### config.mk
export PLATFORM = sky130hd
export DESIGN_NAME = cbt_top
export DESIGN_NICKNAME = d
export VERILOG_FILES = /design/src/hw/cbt_pkg.sv /design/src/hw/cbt_buf_mem.sv /design/src/hw/cbt_sampler.sv /design/src/hw/cbt_top.sv
export SDC_FILE = /design/constraint.sdc
export NUM_CORES = 1
export LEC_CHECK = 0
export ABC_CLOCK_PERIOD_IN_PS = 4600
export BUFFER_PORTS_ARGS = -buffer_cell sky130_fd_sc_hd__buf_2
export CORE_ASPECT_RATIO = 1.75
export CORE_MARGIN = 8
export CORE_UTILIZATION = 30
export DETAILED_ROUTE_END_ITERATION = 6
export HOLD_SLACK_MARGIN = 0.1
export SYNTH_ARGS = -nofsm -noshare
export SYNTH_HDL_FRONTEND = slang
export SYNTH_SLANG_ARGS = --single-unit
### constraint.sdc
create_clock -name pclk -period 4.6 [get_ports pclk]
set_input_delay 0.69 -clock pclk [delete_from_list [all_inputs] [get_ports pclk]]
set_output_delay 0.69 -clock pclk [all_outputs]
set_load 0.02 [all_outputs]
### src/hw/cbt_pkg.sv
// constants and types shared by the bit timing and transmit buffer block
`default_nettype none
package cbt_pkg;
   // ***************************************************************
   // register byte addresses
   // ***************************************************************
   localparam logic [7:0] ADDR_CONTROL   = 8'h00;
   localparam logic [7:0] ADDR_RX_FLAGS  = 8'h04;
   localparam logic [7:0] ADDR_RX_IRQ_EN = 8'h08;
   localparam logic [7:0] ADDR_TIMING    = 8'h0C;
   localparam logic [7:0] ADDR_TX_EMPTY  = 8'h10;
   localparam logic [7:0] ADDR_TX_SELECT = 8'h14;
   localparam logic [7:0] ADDR_PRESCALE  = 8'h18;
   localparam logic [7:0] ADDR_STATUS    = 8'h1C;
   localparam logic [7:0] ADDR_WINDOW    = 8'h40;
   localparam logic [7:0] WINDOW_MASK    = 8'hC0;
   // ***************************************************************
   // field positions
   // ***************************************************************
   localparam int TRIPLE_SAMPLE_BIT = 7;
   localparam int SEG_TWO_MSB       = 6;
   localparam int SEG_TWO_LSB       = 4;
   localparam int SEG_ONE_MSB       = 3;
   localparam int SEG_ONE_LSB       = 0;
   localparam int RX_ERR_MSB        = 5;
   localparam int RX_ERR_LSB        = 4;
   localparam int TX_ERR_MSB        = 3;
   localparam int TX_ERR_LSB        = 2;
   localparam logic [7:0] RX_FLAG_W1C_MASK = 8'hC3;
   // ***************************************************************
   // reset values and sizes
   // ***************************************************************
   localparam logic [7:0] RST_TIMING    = 8'h23;
   localparam logic [7:0] RST_PRESCALE  = 8'h01;
   localparam logic [2:0] RST_TX_EMPTY  = 3'h7;
   localparam logic [3:0] SEG_ONE_MIN   = 4'h3;
   localparam int NUM_TX_BUF            = 3;
   localparam int BUF_WORDS             = 16;
   localparam int LOCAL_PRIORITY_WORD             = 13;
   localparam int STAMP_HI_WORD         = 14;
   localparam int STAMP_LO_WORD         = 15;
   typedef enum {ST_IDLE, ST_SEND, ST_GAP} cbt_tx_state_t;
endpackage
`default_nettype wire

### src/hw/cbt_buf_mem.sv
// byte memory holding the three transmit buffers, registered read
`default_nettype none
module cbt_buf_mem (
   // clock
   input  wire logic       pclk,
   input  wire logic       ce,
   // write port
   input  wire logic       wr_en,
   input  wire logic [5:0] wr_addr,
   input  wire logic [7:0] wr_data,
   // read port
   input  wire logic [5:0] rd_addr,
   output var  logic [7:0] rd_data
);
   logic [7:0] mem [0:63];
   always_ff @(posedge pclk) begin
      if (ce) begin
         if (wr_en) begin
            mem[wr_addr] <= wr_data;
         end
         rd_data <= mem[rd_addr];
      end
   end
endmodule
`default_nettype wire

### src/hw/cbt_sampler.sv
// bus sampler: single sample or three-sample majority vote
`default_nettype none
module cbt_sampler (
   // clock and reset
   input  wire logic pclk,
   input  wire logic presetn,
   input  wire logic ce,
   // controls
   input  wire logic triple_sample_sel,
   input  wire logic tq_tick,
   input  wire logic at_sample,
   input  wire logic near_sample,
   input  wire logic rx_pin,
   // result
   output var  logic bit_value
);
   logic [1:0] early;
   logic       vote;
   // majority of the two early quanta and the sample point
   assign vote = (early[0] & early[1]) | (early[0] & rx_pin) | (early[1] & rx_pin);
   always_ff @(posedge pclk or negedge presetn) begin
      if (!presetn) begin
         early     <= 2'h3;
         bit_value <= 1'b1;
      end else if (ce && tq_tick) begin
         if (near_sample) begin
            early <= {early[0], rx_pin};
         end
         if (at_sample) begin
            bit_value <= triple_sample_sel ? vote : rx_pin;
         end
      end
   end
endmodule
`default_nettype wire

### src/hw/cbt_top.sv
// can bit timing, receiver flags and triple transmit buffer block
//
// Notes on behaviour
// - one sample, or three with majority vote
// - segment two field is value plus one
// - segment one field is value plus one
// - bit time prescale times quanta sum
// - timing writable only in init mode
// - flag clears on one once cause gone
// - each flag has an enable bit
// - flags held reset during init mode
// - error states read-only, kept in init
// - three independent transmit buffers
// - buffer: 13 bytes, priority, stamp
// - highest local priority goes first
// - rearbitrate at once, release on loss
// - empty flag marks a free buffer
// - selection maps buffer into window
`default_nettype none
module cbt_top
   import cbt_pkg::*;
(
   // clock, reset, enable
   input  wire logic        pclk,
   input  wire logic        presetn,
   input  wire logic        ce,
   // apb slave
   input  wire logic        psel,
   input  wire logic        penable,
   input  wire logic        pwrite,
   input  wire logic [7:0]  paddr,
   input  wire logic [31:0] pwdata,
   output var  logic [31:0] prdata,
   output var  logic        pready,
   output var  logic        pslverr,
   // mode and receiver events
   input  wire logic        init_request,
   input  wire logic [3:0]  rx_flag_set,
   input  wire logic [1:0]  rx_error_state,
   input  wire logic [1:0]  tx_error_state,
   // can link
   input  wire logic        rx_pin,
   input  wire logic        arb_lost,
   input  wire logic        frame_done,
   output var  logic        tx_start,
   output var  logic [7:0]  tx_byte,
   output var  logic        tx_byte_valid,
   output var  logic        bit_value,
   output var  logic        init_acknowledge,
   output var  logic        rx_irq
);
   import cbt_pkg::*;

   // ***************************************************************
   // state record
   // ***************************************************************
   typedef struct packed {
      logic          init_ack;
      logic [7:0]    timing;
      logic [7:0]    prescale;
      logic [7:0]    rx_flags;
      logic [7:0]    rx_irq_en;
      logic [2:0]    tx_empty;
      logic [2:0]    tx_sel;
      logic          ready;
      logic          rd_pend;
      logic [31:0]   rdata;
      logic          slverr;
      cbt_tx_state_t st;
      logic [1:0]    cur_buf;
      logic [3:0]    byte_idx;
      logic          byte_valid;
      logic          start;
      logic [7:0]    pre_cnt;
      logic [4:0]    tq_cnt;
      logic          irq;
   } cbt_state_t;

   cbt_state_t q;
   cbt_state_t next_q;

   // ***************************************************************
   // helpers
   // ***************************************************************
   // lowest set bit among selected free buffers, 3 means none
   function automatic logic [1:0] lowest_set(input logic [2:0] v);
      logic [1:0] r;
      r = 2'h3;
      for (int i = NUM_TX_BUF - 1; i >= 0; i--) begin
         if (v[i]) begin
            r = 2'(i);
         end
      end
      return r;
   endfunction

   logic       in_init;
   logic       access;
   logic       wr_acc;
   logic       rd_acc;
   logic       win_hit;
   logic [1:0] fg_buf;
   logic [4:0] seg_one;
   logic [4:0] seg_two;
   logic [4:0] bit_len;
   logic       tq_tick;
   logic       at_sample;
   logic       near_sample;
   logic [7:0] mem_rd;
   logic       mem_we;
   logic [5:0] mem_waddr;
   logic [5:0] mem_raddr;
   logic [7:0] local_priority [0:2];
   logic [2:0] ready_buf;
   logic [1:0] best;

   assign in_init = init_request & q.init_ack;
   assign access  = psel & penable & q.ready;
   assign wr_acc  = access & pwrite;
   assign rd_acc  = access & ~pwrite;
   assign win_hit = (paddr & WINDOW_MASK) == ADDR_WINDOW;
   assign fg_buf  = lowest_set(q.tx_sel & q.tx_empty);

   // ***************************************************************
   // bit timing
   // ***************************************************************
   assign seg_one = {1'b0, q.timing[SEG_ONE_MSB:SEG_ONE_LSB]} + 5'h01;
   assign seg_two = {2'b00, q.timing[SEG_TWO_MSB:SEG_TWO_LSB]} + 5'h01;
   assign bit_len = seg_one + seg_two;
   assign tq_tick = (q.pre_cnt == 8'h00);
   assign at_sample   = (q.tq_cnt == seg_one);
   assign near_sample = (q.tq_cnt == seg_one - 5'h02) || (q.tq_cnt == seg_one - 5'h01);

   cbt_sampler u_sampler (
      .pclk              (pclk),
      .presetn           (presetn),
      .ce                (ce),
      .triple_sample_sel (q.timing[TRIPLE_SAMPLE_BIT]),
      .tq_tick           (tq_tick),
      .at_sample         (at_sample),
      .near_sample       (near_sample),
      .rx_pin            (rx_pin),
      .bit_value         (bit_value)
   );

   // ***************************************************************
   // buffer memory: buffer n at bytes 16n..16n+15
   // ***************************************************************
   assign mem_we    = wr_acc && win_hit && (fg_buf != 2'h3);
   assign mem_waddr = {fg_buf, paddr[5:2]};
   assign mem_raddr = (q.st == ST_SEND) ? {q.cur_buf, q.byte_idx} : {fg_buf, paddr[5:2]};

   cbt_buf_mem u_mem (
      .pclk    (pclk),
      .ce      (ce),
      .wr_en   (mem_we),
      .wr_addr (mem_waddr),
      .wr_data (pwdata[7:0]),
      .rd_addr (mem_raddr),
      .rd_data (mem_rd)
   );

   // priority copies kept in flops for the arbiter
   genvar g;
   generate
      for (g = 0; g < NUM_TX_BUF; g++) begin : g_local_priority
         logic [7:0] p;
         always_ff @(posedge pclk or negedge presetn) begin
            if (!presetn) begin
               p <= 8'h00;
            end else if (ce && mem_we && fg_buf == 2'(g) && paddr[5:2] == 4'(LOCAL_PRIORITY_WORD)) begin
               p <= pwdata[7:0];
            end
         end
         assign local_priority[g]      = p;
         assign ready_buf[g] = ~q.tx_empty[g];
      end
   endgenerate

   // lower value is higher priority, ties to lowest index
   always_comb begin
      best = 2'h3;
      for (int i = NUM_TX_BUF - 1; i >= 0; i--) begin
         if (ready_buf[i] && (best == 2'h3 || local_priority[i] <= local_priority[best])) begin
            best = 2'(i);
         end
      end
   end

   // ***************************************************************
   // next state
   // ***************************************************************
   always_comb begin
      next_q = q;
      next_q.start      = 1'b0;
      next_q.byte_valid = 1'b0;
      next_q.init_ack   = init_request;
      // prescaler and quanta counter
      if (tq_tick) begin
         next_q.pre_cnt = q.prescale - 8'h01;
         next_q.tq_cnt  = (q.tq_cnt >= bit_len) ? 5'h00 : q.tq_cnt + 5'h01;
      end else begin
         next_q.pre_cnt = q.pre_cnt - 8'h01;
      end
      // apb: no wait state, window reads one
      next_q.ready  = 1'b0;
      next_q.slverr = 1'b0;
      if (psel && !penable) begin
         next_q.rd_pend = ~pwrite & win_hit;
         next_q.ready   = ~(~pwrite & win_hit);
      end else if (q.rd_pend) begin
         next_q.rd_pend = 1'b0;
         next_q.ready   = 1'b1;
      end
      // window read: memory word latched at setup stands now
      if (psel && penable && q.rd_pend && win_hit && !pwrite) begin
         next_q.rdata = {24'h0, mem_rd};
      end
      if (psel && !penable && !win_hit && !pwrite) begin
         case (paddr)
            ADDR_CONTROL:   next_q.rdata = {30'h0, q.init_ack, init_request};
            ADDR_RX_FLAGS:  next_q.rdata = {24'h0, q.rx_flags[7:6], rx_error_state,
                                            tx_error_state, q.rx_flags[1:0]};
            ADDR_RX_IRQ_EN: next_q.rdata = {24'h0, q.rx_irq_en};
            ADDR_TIMING:    next_q.rdata = {24'h0, q.timing};
            ADDR_TX_EMPTY:  next_q.rdata = {29'h0, q.tx_empty};
            ADDR_TX_SELECT: next_q.rdata = {29'h0, q.tx_sel};
            ADDR_PRESCALE:  next_q.rdata = {24'h0, q.prescale};
            ADDR_STATUS:    next_q.rdata = {27'h0, q.st == ST_SEND, fg_buf, best};
            default: begin
               next_q.rdata  = 32'h0;
               next_q.slverr = 1'b1;
            end
         endcase
      end
      if (psel && !penable && pwrite && !win_hit) begin
         case (paddr)
            ADDR_CONTROL, ADDR_RX_FLAGS, ADDR_RX_IRQ_EN, ADDR_TIMING, ADDR_TX_EMPTY,
            ADDR_TX_SELECT, ADDR_PRESCALE, ADDR_STATUS: next_q.slverr = 1'b0;
            default: next_q.slverr = 1'b1;
         endcase
      end
      // register writes
      if (wr_acc && !win_hit) begin
         case (paddr)
            ADDR_TIMING: begin
               if (in_init) begin
                  next_q.timing = pwdata[7:0];
               end
            end
            ADDR_PRESCALE: begin
               if (in_init && pwdata[7:0] != 8'h00) begin
                  next_q.prescale = pwdata[7:0];
               end
            end
            ADDR_RX_IRQ_EN: next_q.rx_irq_en = pwdata[7:0];
            ADDR_RX_FLAGS: begin
               if (!init_request && !q.init_ack) begin
                  next_q.rx_flags = q.rx_flags & ~(pwdata[7:0] & RX_FLAG_W1C_MASK);
               end
            end
            ADDR_TX_SELECT: next_q.tx_sel = pwdata[2:0];
            ADDR_TX_EMPTY: begin
               next_q.tx_empty = q.tx_empty & ~pwdata[2:0];
            end
            default: begin
               next_q.tx_sel = q.tx_sel;
            end
         endcase
      end
      // set wins over clear; cause still present keeps flag
      next_q.rx_flags[7:6] = next_q.rx_flags[7:6] | rx_flag_set[3:2];
      next_q.rx_flags[1:0] = next_q.rx_flags[1:0] | rx_flag_set[1:0];
      next_q.rx_flags[5:2] = 4'h0;
      if (in_init) begin
         next_q.rx_flags = 8'h00;
      end
      // transmit sequencer
      case (q.st)
         ST_IDLE: begin
            if (best != 2'h3 && !in_init) begin
               next_q.cur_buf  = best;
               next_q.byte_idx = 4'h0;
               next_q.start    = 1'b1;
               next_q.st       = ST_SEND;
            end
         end
         ST_SEND: begin
            if (arb_lost) begin
               next_q.st = ST_IDLE;
            end else begin
               next_q.byte_valid = (q.byte_idx != 4'h0) || q.start;
               if (q.byte_idx < 4'(LOCAL_PRIORITY_WORD - 1)) begin
                  next_q.byte_idx = q.byte_idx + 4'h1;
               end else begin
                  next_q.st = ST_GAP;
               end
            end
         end
         ST_GAP: begin
            if (arb_lost) begin
               next_q.st = ST_IDLE;
            end else if (frame_done) begin
               next_q.tx_empty[q.cur_buf] = 1'b1;
               next_q.st = ST_IDLE;
            end
         end
         default: next_q.st = ST_IDLE;
      endcase
      next_q.irq = |(next_q.rx_flags & q.rx_irq_en);
   end

   // ***************************************************************
   // registers
   // ***************************************************************
   always_ff @(posedge pclk or negedge presetn) begin
      if (!presetn) begin
         q          <= '0;
         q.timing   <= RST_TIMING;
         q.prescale <= RST_PRESCALE;
         q.tx_empty <= RST_TX_EMPTY;
         q.st       <= ST_IDLE;
      end else if (ce) begin
         q <= next_q;
      end
   end

   assign prdata           = q.rdata;
   assign pready           = q.ready;
   assign pslverr          = q.slverr;
   assign tx_start         = q.start;
   assign tx_byte          = mem_rd;
   assign tx_byte_valid    = q.byte_valid;
   assign init_acknowledge = q.init_ack;
   assign rx_irq           = q.irq;
endmodule
`default_nettype wire

==> impl_metrics.toml <==
[placement]
gp_congestion = 0.9046
placed_cell_area_sq_mm = 0.03009
dp_hpwl_um = 52190
dp.cells = 3392
port_buffers = 56

[route]
drc = 5
ant_nets = 0
num_vias = 18049
wirelength_um = 77340
routedWlPerCell_um = 22.13
first_pass_iters = 7
via_per_inst = 5.164
drt-initial-drc-count = 1225

[status]
run_status = "complete, but fails checks"
violations = "DRC"

[yosys]
async_flop_share_pct = 15.72
synth_area_leader_cell = "edfxtp_1"
yosysUniqueCellTypes = 77
yosys_warnings = 0
yosysMostFrequentCell = "edfxtp_1"
synth.top_cell.area_share_pct = 55.59
synth_common_cells = "edfxtp_1 (520), mux2i_1 (217), nor2_1 (164)"
synth_area_sq_mm = 0.02809
syn_avg_cell_area_sq_um = 13.42
ys_dominant_reg_cell = "edfxtp_1"
ys_seq_area_share_pct = 64.27
synthCells = 2093
synth.top_cells.by_area = "edfxtp_1 (56%), dfrtp_1 (7.7%), mux2i_1 (7.7%)"
synth_edf_count = 520
yosys_register_bits = 617

[grt]
grt_usage_pct = 14.51
grt_max_degree = 88
gr-total-overflow = 0
antenna_found_initial = 6
first_global_vias = 18454
grt_pass1_wl_um = 114600

[setup_path]
arrival_ns = 4.05
crit_fanout = 23
cp-start-kind = "flip-flop"
cp-end-kind = "flip-flop"
critPathRequiredTime_ns = 5.06
crit_type = "reg -> reg"

[cts]
ctsRootBufferMaster = "clkbuf_16"
cts_resized = 0
clkLatencyLatePin_ns = 0.61
ctsHoldBuffers = 0
post_cts_buffers = 0
path_clk_slew_ns = 0.08
cts_buffers = 53
cts_tree = "done"
cts_sinks = 617
htreeDepth = 2
clockBufferDepth = 3

[sta]
rsz0062_at_grt = "no"
fmax_mhz = 278.5
fin_setup_tns_ns = 0
hold_violations = 0
timing.final.max_slew_violations = 0
period_share_pct = 78.05
tightestPinTransition_ns = 1.394
whs_ns = 0.1633
fin_worst_skew_ns = 0.02781
fin_crit_ns = 3.590
slew_headroom_pct = 6.841
setup_violations = 0

[floorplan]
initial_core_util_pct = 30.22
core_sq_mm = 0.09296
rows = 148
io_pins = 105
die_y_um = 420.8
fp.dieW_um = 247.3
dieArea_sq_mm = 0.1041

[final_layout]
utilization_pct = 34.33
stdcell_area_sq_mm = 0.03191
layout-drive-gt1-share_pct = 13.05
syn2layout_area_growth_pct = 13.61
nNetsFinal = 2336
fin_cells = 3495

[pwr]
vdd_ir_drop_max_v = 0.0002961
power_leakage_nw = 11.79
powerDensity_mw_per_mm2 = 442.5

[run]
drv_cap = 0

[worst_hold_path]
hp-class = "in -> async"
-- registers in the layout (all words and copies together) (netlist names), 2 cells and up --
| register | flops |
|---|---|
| u_mem.mem | 512 |
| q | 56 |
| g_local_priority.p | 24 |
| prdata | 8 |
| u_mem.rd_data | 8 |
| u_sampler.early | 2 |
-- logic make-up (layout without fill, tap and decap cells) --
family	after synthesis	count (layout)	share of synthesized area (%)
other cells	1	155	0.01335
compound gates	403	403	10.60
xor+xnor	25	25	0.7794
simple gates	466	466	7.772
mux	282	282	10.56
flops	617	617	64.27
buf+inv	268	316	4.588
fa+ha+maj	31	31	1.407
-- cells in the final DEF, fill, tap and decap left out, drive strengths merged, types with 9 or more instances in the layout --
cell type,n
nor2b,10
ha,30
nor3,25
bufinv,9
a2111oi,9
clkinv,19
nand4,20
mux2i,217
a21oi,24
o21ai,41
nand3,53
conb,152
a21o,14
edfxtp,520
o32ai,9
nor4,29
xnor2,18
inv,103
nor2,167
buf,117
a211oi,146
mux2,62
a221oi,10
dfrtp,87
a222oi,17
nand2,122
dfstp,10
a31oi,35
a22oi,19
clkbuf,61
o311ai,24
-- report_power, final --
part	leakage, nW	internal, mW	switching, mW
clock network	0.870	2.65	2.08
logic	4.87	0.956	1.86
registers	6.05	6.32	0.260
-- worst max-delay path: stages, from the launching register on --
cell	delay (ns)
dfrtp_2	0.67
and3b_2	0.38
a21oi_4	0.24
buf_4	0.42
mux2i_1	0.15
a2111oi_1	1.23
a31oi_1	0.13
nand4_1	0.21
-- through the flow --
step           power [mW]  setup WS [ns]
3_5_place_dp        9.506         0.8794
3_3_place_gp        9.438         0.9137
6_report            14.12          1.010
2_1_floorplan       8.477          1.358
5_1_grt             14.59         0.9364
4_1_cts             14.22          1.051
-- path summary, 6_finish.rpt --
kind	start	end	slack (ns)	cells after the start
hold / removal	presetn	g_local_priority[2].p[4]$_DFFE_PN0P_	0.16	1
setup reg to reg	q[16]$_DFFE_PN0P_	u_mem.rd_data[0]$_DFFE_PP_	1.01	7
setup / recovery	q[16]$_DFFE_PN0P_	u_mem.rd_data[0]$_DFFE_PP_	1.01	7
min in group pclk	arb_lost	q[23]$_DFFE_PN0P_	0.33	2
hold reg to reg	prdata[2]$_DFFE_PN0P_	prdata[2]$_DFFE_PN0P_	0.49	2
max in group asynchronous	presetn	q[124]$_DFFE_PN1P_	3.36	2
-- metal layers --
metal	wire [um]	vias up	GRT usage, %
met5	0	-	0
met4	5839	0	10.17
met3	3775	225	1.893
met2	41300	631	27.35
met1	26430	9036	14.54
li1	-	8157	-
-- area by class of cell --
cell class	instances	area, sq um
Multi-Input combinational cell	1359	9394
Tap cell	1200	1501
Timing Repair Buffer	117	769.5
Inverter	99	371.6
Fill cell	9008	61040
Sequential cell	617	18060
Clock buffer	61	1356
Clock inverter	39	457.9
Antenna cell	3	7.507
Note: power is estimated with default switching activity, not from simulation.
